$ cat src/shared/fscr_pkg.sv
package fscr_pkg;

	localparam int CLK_MHZ = 100;

	// status_one field positions
	localparam int S1_BUSY = 0;
	localparam int S1_WEN = 1;
	localparam int S1_BP_LSB = 2;
	localparam int S1_E_ERR = 5;
	localparam int S1_P_ERR = 6;
	localparam int S1_WRDIS = 7;

	// configuration_one field positions
	localparam int C1_FREEZE = 0;
	localparam int C1_QUAD = 1;
	localparam int C1_PARM_PLACE = 2;
	localparam int C1_BP_VOL = 3;
	localparam int C1_PROT_PLACE = 5;
	localparam int C1_LAT_LSB = 6;

	// status_two field positions
	localparam int S2_PROG_SUSP = 0;
	localparam int S2_ERASE_SUSP = 1;

	// reset values and field groups
	localparam logic [7:0] S1_RST = 8'h00;
	localparam logic [7:0] C1_RST = 8'h00;
	localparam logic [7:0] S2_RST = 8'h00;
	localparam logic [2:0] BP_VOLATILE_RST = 3'h7;
	localparam logic [7:0] C1_NV_MASK = 8'hc2;
	localparam logic [7:0] C1_OTP_FREE_MASK = 8'h08;
	localparam logic [7:0] C1_OTP_FRZ_MASK = 8'h24;
	localparam logic [7:0] C1_FREEZE_MASK = 8'h01;

	// apb byte offsets
	localparam logic [7:0] OFS_STATUS_ONE = 8'h00;
	localparam logic [7:0] OFS_CONFIG_ONE = 8'h04;
	localparam logic [7:0] OFS_STATUS_TWO = 8'h08;
	localparam logic [7:0] OFS_INT_STATUS = 8'h0c;
	localparam logic [7:0] OFS_INT_CLEAR = 8'h10;
	localparam logic [7:0] OFS_INT_ENABLE = 8'h14;

	// interrupt bit positions
	localparam int INT_P_ERR = 0;
	localparam int INT_E_ERR = 1;
	localparam int INT_REGW_DONE = 2;
	localparam int INT_REFUSED = 3;
	localparam int INT_W = 4;
	localparam logic [INT_W-1:0] INT_RST = 4'h0;

	// link command codes
	localparam logic [2:0] CMD_WEN_SET = 3'h0;
	localparam logic [2:0] CMD_WEN_CLR = 3'h1;
	localparam logic [2:0] CMD_REGW = 3'h2;
	localparam logic [2:0] CMD_PROG = 3'h3;
	localparam logic [2:0] CMD_ERASE = 3'h4;
	localparam logic [2:0] CMD_CLR_ERR = 3'h5;

	// register write busy time
	localparam int REGW_BUSY_NS = 1000;
	localparam int REGW_BUSY_CYCLES = (REGW_BUSY_NS * CLK_MHZ + 999) / 1000;

endpackage

$ cat src/rtl/fscr_sync.sv
`timescale 1ns/1ps
module fscr_sync #(
	parameter int WIDTH = 1
) (
	input wire logic pclk,
	input wire logic presetn,
	input wire logic [WIDTH-1:0] async_in,
	output logic [WIDTH-1:0] sync_out
);
	logic [WIDTH-1:0] meta_ff;

	// first stage feeds only the second stage
	always_ff @(posedge pclk or negedge presetn) begin
		if (!presetn) begin
			meta_ff <= '0;
			sync_out <= '0;
		end else begin
			meta_ff <= async_in;
			sync_out <= meta_ff;
		end
	end
endmodule

$ cat src/rtl/fscr_regs.sv
// Local design decisions: the address map and the APB register port.
`timescale 1ns/1ps
module fscr_regs
	import fscr_pkg::*;
#(
	parameter int REGW_CYCLES = REGW_BUSY_CYCLES
) (
	input wire logic pclk,
	input wire logic presetn,
	input wire logic [7:0] paddr,
	input wire logic psel,
	input wire logic penable,
	input wire logic pwrite,
	input wire logic [31:0] pwdata,
	input wire logic [3:0] pstrb,
	output logic [31:0] prdata,
	output logic pready,
	output logic pslverr,
	output logic irq,
	input wire logic wp_n,
	input wire logic link_clk,
	input wire logic link_valid,
	input wire logic [2:0] link_cmd,
	input wire logic [15:0] link_data,
	input wire logic [7:0] nv_status_image,
	input wire logic [7:0] nv_config_image,
	input wire logic core_busy,
	input wire logic core_prog_err,
	input wire logic core_erase_err,
	input wire logic core_prog_susp,
	input wire logic core_erase_susp,
	output logic core_prog_start,
	output logic core_erase_start,
	output logic [1:0] latency_code,
	output logic protect_range_placement,
	output logic protect_bits_volatility,
	output logic param_sector_placement,
	output logic quad_enable,
	output logic freeze_lock,
	output logic [2:0] block_protect,
	output logic write_in_progress
);
	localparam int CW = $clog2(REGW_CYCLES + 1);
	localparam int LW = 21;

	////////////////////////////////////////////////////////////////////////////////
	// link pins into the pclk domain

	logic [LW-1:0] link_sync;
	logic wp_n_sync;
	logic link_clk_d_ff;
	logic nxt_link_clk_d;

	fscr_sync #(.WIDTH(LW)) u_link_sync (
		.pclk(pclk),
		.presetn(presetn),
		.async_in({link_clk, link_valid, link_cmd, link_data}),
		.sync_out(link_sync)
	);

	fscr_sync #(.WIDTH(1)) u_wp_sync (
		.pclk(pclk),
		.presetn(presetn),
		.async_in(wp_n),
		.sync_out(wp_n_sync)
	);

	logic link_take;
	logic [2:0] cmd_s;
	logic [15:0] data_s;
	// host changes data on the falling edge, so it is settled at the rising one
	assign link_take = link_sync[20] && !link_clk_d_ff && link_sync[19];
	assign cmd_s = link_sync[18:16];
	assign data_s = link_sync[15:0];

	////////////////////////////////////////////////////////////////////////////////
	// state

	logic load_ff, nxt_load;
	logic wrdis_ff, nxt_wrdis;
	logic perr_ff, nxt_perr;
	logic eerr_ff, nxt_eerr;
	logic [2:0] bp_ff, nxt_bp;
	logic wen_ff, nxt_wen;
	logic [7:0] cfg1_ff, nxt_cfg1;
	logic [CW-1:0] regw_cnt_ff, nxt_regw_cnt;
	logic busy_bit_ff, nxt_busy_bit;
	logic prog_start_ff, nxt_prog_start;
	logic erase_start_ff, nxt_erase_start;
	logic [INT_W-1:0] int_stat_ff, nxt_int_stat;
	logic [INT_W-1:0] int_en_ff, nxt_int_en;
	logic irq_ff, nxt_irq;
	logic [31:0] prdata_ff, nxt_prdata;
	logic pready_ff, nxt_pready;
	logic pslverr_ff, nxt_pslverr;
	logic [7:0] st1_view, st2_view;
	logic busy;
	logic [INT_W-1:0] ev;
	logic regw_ok;
	logic apb_setup, apb_wr;

	assign st1_view = {wrdis_ff, perr_ff, eerr_ff, bp_ff, wen_ff, busy_bit_ff};
	assign st2_view = {6'h00, core_erase_susp, core_prog_susp};
	assign apb_setup = psel && !penable;
	assign apb_wr = psel && penable && pready_ff && pwrite && pstrb[0];
	// power-up load, register write, core operation or a start in flight
	assign busy = load_ff || (regw_cnt_ff != '0) || core_busy || prog_start_ff
		|| erase_start_ff;
	assign regw_ok = wen_ff && !busy && !(wrdis_ff && !wp_n_sync);

	////////////////////////////////////////////////////////////////////////////////
	// next state

	always_comb begin
		nxt_link_clk_d = link_sync[20];
		nxt_load = 1'b0;
		nxt_wrdis = wrdis_ff;
		nxt_perr = perr_ff;
		nxt_eerr = eerr_ff;
		nxt_bp = bp_ff;
		nxt_wen = wen_ff;
		nxt_cfg1 = cfg1_ff;
		nxt_regw_cnt = regw_cnt_ff;
		nxt_prog_start = 1'b0;
		nxt_erase_start = 1'b0;
		nxt_int_en = int_en_ff;
		ev = '0;

		// non-volatile image is caught once, the cycle after reset release
		if (load_ff) begin
			nxt_wrdis = nv_status_image[S1_WRDIS];
			nxt_cfg1 = nv_config_image & (C1_NV_MASK | C1_OTP_FREE_MASK | C1_OTP_FRZ_MASK);
			if (nv_config_image[C1_BP_VOL]) begin
				nxt_bp = BP_VOLATILE_RST;
			end else begin
				nxt_bp = nv_status_image[S1_BP_LSB +: 3];
			end
		end

		if (regw_cnt_ff != '0) begin
			nxt_regw_cnt = regw_cnt_ff - 1'b1;
			ev[INT_REGW_DONE] = (regw_cnt_ff == CW'(1));
		end

		if (link_take) begin
			unique case (cmd_s)
				CMD_WEN_SET: begin
					nxt_wen = 1'b1;
				end
				CMD_WEN_CLR: begin
					nxt_wen = 1'b0;
				end
				CMD_CLR_ERR: begin
					nxt_perr = 1'b0;
					nxt_eerr = 1'b0;
				end
				CMD_REGW: begin
					if (regw_ok) begin
						nxt_wrdis = data_s[8 + S1_WRDIS];
						if (!cfg1_ff[C1_FREEZE]) begin
							nxt_bp = data_s[8 + S1_BP_LSB +: 3];
						end
						// one-time bits only ever set; placement bits obey freeze
						nxt_cfg1 = (cfg1_ff & ~C1_NV_MASK) | (data_s[7:0] & C1_NV_MASK)
							| (data_s[7:0] & (C1_OTP_FREE_MASK | C1_FREEZE_MASK));
						if (!cfg1_ff[C1_FREEZE]) begin
							nxt_cfg1 = nxt_cfg1 | (data_s[7:0] & C1_OTP_FRZ_MASK);
						end
						nxt_regw_cnt = CW'(REGW_CYCLES);
					end else begin
						ev[INT_REFUSED] = 1'b1;
					end
				end
				CMD_PROG: begin
					if (wen_ff && !busy) begin
						nxt_prog_start = 1'b1;
					end else begin
						ev[INT_REFUSED] = 1'b1;
					end
				end
				CMD_ERASE: begin
					if (wen_ff && !busy) begin
						nxt_erase_start = 1'b1;
					end else begin
						ev[INT_REFUSED] = 1'b1;
					end
				end
				default: begin
					ev[INT_REFUSED] = 1'b1;
				end
			endcase
		end

		// error set comes after the clear so it wins
		if (core_prog_err) begin
			nxt_perr = 1'b1;
			ev[INT_P_ERR] = 1'b1;
		end
		if (core_erase_err) begin
			nxt_eerr = 1'b1;
			ev[INT_E_ERR] = 1'b1;
		end

		nxt_busy_bit = nxt_load || (nxt_regw_cnt != '0) || core_busy || nxt_prog_start
			|| nxt_erase_start || prog_start_ff || erase_start_ff;

		// apb: answer prepared in setup, pready high through the access phase
		nxt_pready = apb_setup;
		nxt_pslverr = 1'b0;
		nxt_prdata = 32'h0000_0000;
		if (apb_setup) begin
			unique case (paddr)
				OFS_STATUS_ONE: nxt_prdata = {24'h00_0000, st1_view};
				OFS_CONFIG_ONE: nxt_prdata = {24'h00_0000, cfg1_ff};
				OFS_STATUS_TWO: nxt_prdata = {24'h00_0000, st2_view};
				OFS_INT_STATUS: nxt_prdata = {28'h000_0000, int_stat_ff};
				OFS_INT_CLEAR: nxt_prdata = 32'h0000_0000;
				OFS_INT_ENABLE: nxt_prdata = {28'h000_0000, int_en_ff};
				default: nxt_pslverr = 1'b1;
			endcase
		end

		nxt_int_stat = int_stat_ff;
		if (apb_wr && paddr == OFS_INT_CLEAR) begin
			nxt_int_stat = int_stat_ff & ~pwdata[INT_W-1:0];
		end
		if (apb_wr && paddr == OFS_INT_ENABLE) begin
			nxt_int_en = pwdata[INT_W-1:0];
		end
		nxt_int_stat = nxt_int_stat | ev;
		nxt_irq = |(nxt_int_stat & nxt_int_en);
	end

	////////////////////////////////////////////////////////////////////////////////
	// registers

	always_ff @(posedge pclk or negedge presetn) begin
		if (!presetn) begin
			link_clk_d_ff <= 1'b0;
			load_ff <= 1'b1;
			wrdis_ff <= S1_RST[S1_WRDIS];
			perr_ff <= S1_RST[S1_P_ERR];
			eerr_ff <= S1_RST[S1_E_ERR];
			bp_ff <= S1_RST[S1_BP_LSB +: 3];
			wen_ff <= S1_RST[S1_WEN];
			cfg1_ff <= C1_RST;
			regw_cnt_ff <= '0;
			busy_bit_ff <= 1'b1;
			prog_start_ff <= 1'b0;
			erase_start_ff <= 1'b0;
			int_stat_ff <= INT_RST;
			int_en_ff <= INT_RST;
			irq_ff <= 1'b0;
			prdata_ff <= 32'h0000_0000;
			pready_ff <= 1'b0;
			pslverr_ff <= 1'b0;
		end else begin
			link_clk_d_ff <= nxt_link_clk_d;
			load_ff <= nxt_load;
			wrdis_ff <= nxt_wrdis;
			perr_ff <= nxt_perr;
			eerr_ff <= nxt_eerr;
			bp_ff <= nxt_bp;
			wen_ff <= nxt_wen;
			cfg1_ff <= nxt_cfg1;
			regw_cnt_ff <= nxt_regw_cnt;
			busy_bit_ff <= nxt_busy_bit;
			prog_start_ff <= nxt_prog_start;
			erase_start_ff <= nxt_erase_start;
			int_stat_ff <= nxt_int_stat;
			int_en_ff <= nxt_int_en;
			irq_ff <= nxt_irq;
			prdata_ff <= nxt_prdata;
			pready_ff <= nxt_pready;
			pslverr_ff <= nxt_pslverr;
		end
	end

	assign prdata = prdata_ff;
	assign pready = pready_ff;
	assign pslverr = pslverr_ff;
	assign irq = irq_ff;
	assign core_prog_start = prog_start_ff;
	assign core_erase_start = erase_start_ff;
	assign latency_code = cfg1_ff[C1_LAT_LSB +: 2];
	assign protect_range_placement = cfg1_ff[C1_PROT_PLACE];
	assign protect_bits_volatility = cfg1_ff[C1_BP_VOL];
	assign param_sector_placement = cfg1_ff[C1_PARM_PLACE];
	assign quad_enable = cfg1_ff[C1_QUAD];
	assign freeze_lock = cfg1_ff[C1_FREEZE];
	assign block_protect = bp_ff;
	assign write_in_progress = busy_bit_ff;

	////////////////////////////////////////////////////////////////////////////////
	// checks

	AST_REGW_LOCKED: assert property (@(posedge pclk) disable iff (!presetn)
		(link_take && cmd_s == CMD_REGW && wrdis_ff && !wp_n_sync && !load_ff)
		|=> $stable(wrdis_ff) && $stable(bp_ff) && $stable(cfg1_ff)
		&& regw_cnt_ff != CW'(REGW_CYCLES))
		else $error("register write taken while locked");

	AST_START_NEEDS_WEN: assert property (@(posedge pclk) disable iff (!presetn)
		(prog_start_ff || erase_start_ff) |-> $past(wen_ff) && !$past(busy))
		else $error("program or erase started without write enable");

	AST_WEN_SOURCE: assert property (@(posedge pclk) disable iff (!presetn)
		$changed(wen_ff) |-> $past(link_take)
		&& ($past(cmd_s) == CMD_WEN_SET || $past(cmd_s) == CMD_WEN_CLR))
		else $error("write enable latch moved by another command");

	AST_REGW_BUSY: assert property (@(posedge pclk) disable iff (!presetn)
		(link_take && cmd_s == CMD_REGW && regw_ok)
		|=> regw_cnt_ff == CW'(REGW_CYCLES) ##1 busy_bit_ff)
		else $error("register write did not raise write in progress");

	AST_BUSY_BIT_IDLE: assert property (@(posedge pclk) disable iff (!presetn)
		(!load_ff && regw_cnt_ff == '0 && !core_busy && !prog_start_ff && !erase_start_ff)
		[*2] |-> !busy_bit_ff)
		else $error("write in progress stuck while idle");

	AST_OTP_NO_CLEAR: assert property (@(posedge pclk) disable iff (!presetn)
		!$past(load_ff) && !load_ff |-> !$fell(cfg1_ff[C1_PROT_PLACE])
		&& !$fell(cfg1_ff[C1_BP_VOL]) && !$fell(cfg1_ff[C1_PARM_PLACE]))
		else $error("one-time configuration bit cleared");

	AST_FREEZE_HOLDS: assert property (@(posedge pclk) disable iff (!presetn)
		(cfg1_ff[C1_FREEZE] && !load_ff) |=> $stable(bp_ff)
		&& $stable(cfg1_ff[C1_PROT_PLACE]) && $stable(cfg1_ff[C1_PARM_PLACE])
		&& cfg1_ff[C1_FREEZE])
		else $error("frozen protection bits changed");

	AST_ST2_READ: assert property (@(posedge pclk) disable iff (!presetn)
		(apb_setup && paddr == OFS_STATUS_TWO) |=> prdata_ff[31:2] == 30'h0000_0000
		&& prdata_ff[1] == $past(core_erase_susp) && prdata_ff[0] == $past(core_prog_susp))
		else $error("status two read value wrong");

	AST_ERR_STICKY: assert property (@(posedge pclk) disable iff (!presetn)
		core_prog_err |=> perr_ff && int_stat_ff[INT_P_ERR])
		else $error("program error not latched");

	AST_APB_ANSWER: assert property (@(posedge pclk) disable iff (!presetn)
		apb_setup |=> pready_ff ##1 !pready_ff)
		else $error("apb answer not one cycle after setup");
endmodule

$ cat config.mk
export PLATFORM = sky130hd
export DESIGN_NAME = fscr_regs
export DESIGN_NICKNAME = d
export VERILOG_FILES = /design/src/shared/fscr_pkg.sv /design/src/rtl/fscr_sync.sv /design/src/rtl/fscr_regs.sv
export SDC_FILE = /design/constraint.sdc
export NUM_CORES = 1
export LEC_CHECK = 0
export ABC_CLOCK_PERIOD_IN_PS = 2500
export BUFFER_PORTS_ARGS = -buffer_cell sky130_fd_sc_hd__buf_2
export CAP_MARGIN = 20
export CORE_ASPECT_RATIO = 0.6
export CORE_MARGIN = 2
export CORE_UTILIZATION = 40
export DETAILED_ROUTE_END_ITERATION = 6
export PLACE_DENSITY = 0.74
export SLEW_MARGIN = 20
export SYNTH_ARGS = -nofsm -noshare
export SYNTH_HDL_FRONTEND = slang
export SYNTH_SLANG_ARGS = --single-unit
$ cat constraint.sdc
create_clock -name pclk -period 2.5 [get_ports pclk]
set_clock_uncertainty 0.15 [all_clocks]
set_input_delay 0.125 -clock pclk [delete_from_list [all_inputs] [get_ports pclk]]
set_output_delay 0.125 -clock pclk [all_outputs]
set_load 0.02 [all_outputs]
==> flow_summary.ini <==
[outcome]
status = complete, no violations

[critical_path]
arrival_ns = 2.33
cp_num_cells = 7
cpPeakStageDelay_ns = 0.44
rrSetupSlack_ns = 0.24
startpoint = regw_cnt_ff[0]
crit_slowest_cell = dfrtp_1
critPathCaptureType = register
crit_path_cell_trace = inv_1 -> ha_1 -> nor2b_1 -> nand4_1 -> nor3_1 -> buf_4 -> o21ai_0
reg2reg_from = regw_cnt_ff[0]
crit_family = simple AND/OR/NAND/NOR gates
cp_num_buf_inv = 2
r2r_end = cfg1_ff[1]
worstPathRequired_ns = 2.56
start_kind = register
worstPathMaxFanout = 12
critPathCapture = cfg1_ff[1]
reg2regPathDepth = 7
critPathKind = reg -> reg

[grt]
gr-usage-met3_pct = 5.98
grt-ovfl-total = 0
grt_usage_pct = 17.8
use_met2_pct = 27.5
grt_first_pass_wirelength_microns = 11700
antenna_found_initial = 0
grt_max_degree = 81
grt_pass1_vias = 2408
grt.met1_usage_pct = 23.6
top_usage_layer = met2

[job]
maxCapViolCount = 0

[routing]
vias_per_cell = 4.83
wl_per_cell_microns = 14.1
vias = 2471
routed_wl_microns = 7220
firstDrtPassIters = 5
detail-route-antenna-nets = 0
drc = 0
drt_iter0_markers = 169

[sta]
setup_violations = 0
max-slew-margin-rel_pct = 35.1
final.setup.worst_slack_ns = 0.239
slew_viol_final = 0
max_slew.worst_pin.slew_ns = 0.974
period_needed_ns = 2.26
post-route-period-util_pct = 90.4
fmax_ghz = 0.442
rsz0062_at_grt = no
finalSetupTns_ns = 0
hold_viol = 0

[yosys]
synthSimpleGateAreaFrac_pct = 13.8
synthMuxAreaShare_pct = 3.30
yosys_warnings = 0
synthAdderAreaFrac_pct = 1.17
ys_seq_area_share_pct = 62.2
syn_area_sq_mm = 0.00322
ys_types = 46
syn_inst = 275
synth_edf_count = 0
synthXorXnorAreaFrac_pct = 1.09
async_flop_share_pct = 100
synth-main-ff-cell = dfrtp_1
ys_ff_latch = 80
synth_compound_area_share_pct = 10.6
synth_top_family_by_area = simple AND/OR/NAND/NOR gates
syn-mean-instance-area_sq_um = 11.7

[die]
dieArea_sq_mm = 0.00881
die_h_microns = 73.5
io_pins = 140
rows = 25
die_w_microns = 120
initial_core_util_pct = 41.0
core_area_sq_mm = 0.00785

[final_layout]
layout_commonest_cell = dfrtp_1
drive_gt1_share_pct = 27.2
final_cell_mix = 78 x dfrtp_1, 72 x buf_2, 39 x dlygate4sd3_1, 25 x conb_1, 22 x nand2_1
fin_nets = 494
area_growth_pct = 34.9
n_antenna_cell = 0

[clocking]
clock_latency_ns = 0.34
clk_pin_slew_ns = 0.06
cts_sinks = 80
cts_repair_resize_count = 0
cts_buffers = 9
cts_root_buf = clkbuf_16
cts_tree = yes
ctsLongestPathBuffers = 2
cts_max_level = 3

[hold_path]
min_path_type = in -> reg

[placed_design]
place_hpwl_microns = 5050
io_buffers = 73
pre_cts_slack_ns = 0.127
place_congestion = 0.835

[power_and_ir_drop]
p_per_area_mw_per_mm2 = 774
peakVddDrop_v = 0.000692
p_leak_nw = 2.02
## kinds of logic after synthesis
logic type                 count (synthesis)
other                                      1
and+or+nand+nor                           85
buffers and inverters                     40
muxes                                     10
DFF                                       80
xor gates and xnor gates                   4
AOI/OAI and AO/OA                         52
adders and majority gates                  3
## cell usage after synthesis (2+ instances only)
master	number	area share, %
a21boi_0	2	0.47
a21o_1	2	0.47
a21oi_1	11	1.7
a222oi_1	4	1.2
a22oi_1	6	1.4
a31oi_1	2	0.39
buf_4	26	6.1
clkbuf_1	4	0.47
dfrtp_1	78	61
dfstp_2	2	1.6
ha_1	3	1.2
inv_1	9	1.0
mux2_2	5	1.7
mux2i_1	5	1.6
nand2_1	22	2.6
nand2b_1	3	0.58
nand3_1	4	0.62
nor2_1	19	2.2
nor2b_1	8	1.6
nor3_1	7	1.1
nor3b_1	2	0.47
nor4_1	3	0.58
o21ai_0	13	2.0
o22ai_1	5	0.97
or2_2	3	0.58
or3_1	3	0.58
or4_1	3	0.70
xnor2_1	3	0.82
## layout make-up
type | count | area, sq um
clock buffers | 10 | 229
clock inverters | 6 | 66.3
fillers | 700 | 3510
inverters | 9 | 33.8
multi-input cells | 179 | 1060
flip-flops and latches | 80 | 2000
well taps | 108 | 135
repair buffers | 120 | 818
## layer usage
metal	routed length [microns]	vias up	part of all wire [%]
met5	0	-	0
met4	105	0	1.5
met3	711	12	9.8
met2	3220	121	45
met1	3180	1172	44
li1	-	1166	-
## sequential cells by signal, indices dropped and copies added (netlist names)
name,flops
eerr_ff,1
pslverr,1
int_stat_ff,4
pready,1
int_en_ff,4
prdata,8
core_prog_start,1
wrdis_ff,1
link_clk_d_ff,1
u_wp_sync.sync_out,1
regw_cnt_ff,7
block_protect,3
write_in_progress,1
wen_ff,1
core_erase_start,1
load_ff,1
u_wp_sync.meta_ff,1
cfg1_ff,8
u_link_sync.sync_out,16
irq,1
u_link_sync.meta_ff,16
perr_ff,1
## through the flow
step	util (%)	hold WS [ns]	area [sq um]	total power, mW	std cells
after floorplan	-	-0.321	3310	1.89	299
after global placement	46.6	0.0830	3660	2.01	457
after detailed placement	46.6	0.0843	3660	2.05	457
after CTS	55.3	0.0156	4350	3.39	512
after global routing	55.3	0.0620	4350	3.53	512
final	55.3	0.0370	4350	3.36	512
## tightest hold or removal path, delay by kind of cell
| kind | cells | cell delay, ns |
|---|---|---|
| AO/OA/AOI/OAI | 1 | 0.10 |
| buffers and inverters | 1 | 0.08 |
| AND/OR/NAND/NOR | 2 | 0.18 |
## worst min path at each step
stage | endpoint | from | slack [ns] | depth (start not counted)
floorplan | block_protect[0] | presetn | -0.32 | 0
global placement | u_link_sync.meta_ff[10] | link_data[10] | 0.08 | 1
detailed placement | u_link_sync.meta_ff[0] | link_data[0] | 0.08 | 1
CTS | write_in_progress | core_busy | 0.02 | 4
global route | write_in_progress | core_busy | 0.06 | 4
finish | write_in_progress | core_busy | 0.04 | 4
## timing repair
action,CTS,global route
buffers inserted,0,0
hold buffers,39,0
endpoints found under the hold margin,115,0
endpoints found under the setup margin,0,0
## where the power goes
part	switching, mW	internal [mW]
clock network	0.510	0.778
logic	0.305	0.248
registers	0.112	1.41
total	0.927	2.43
Note: power is estimated with default switching activity, not from simulation.
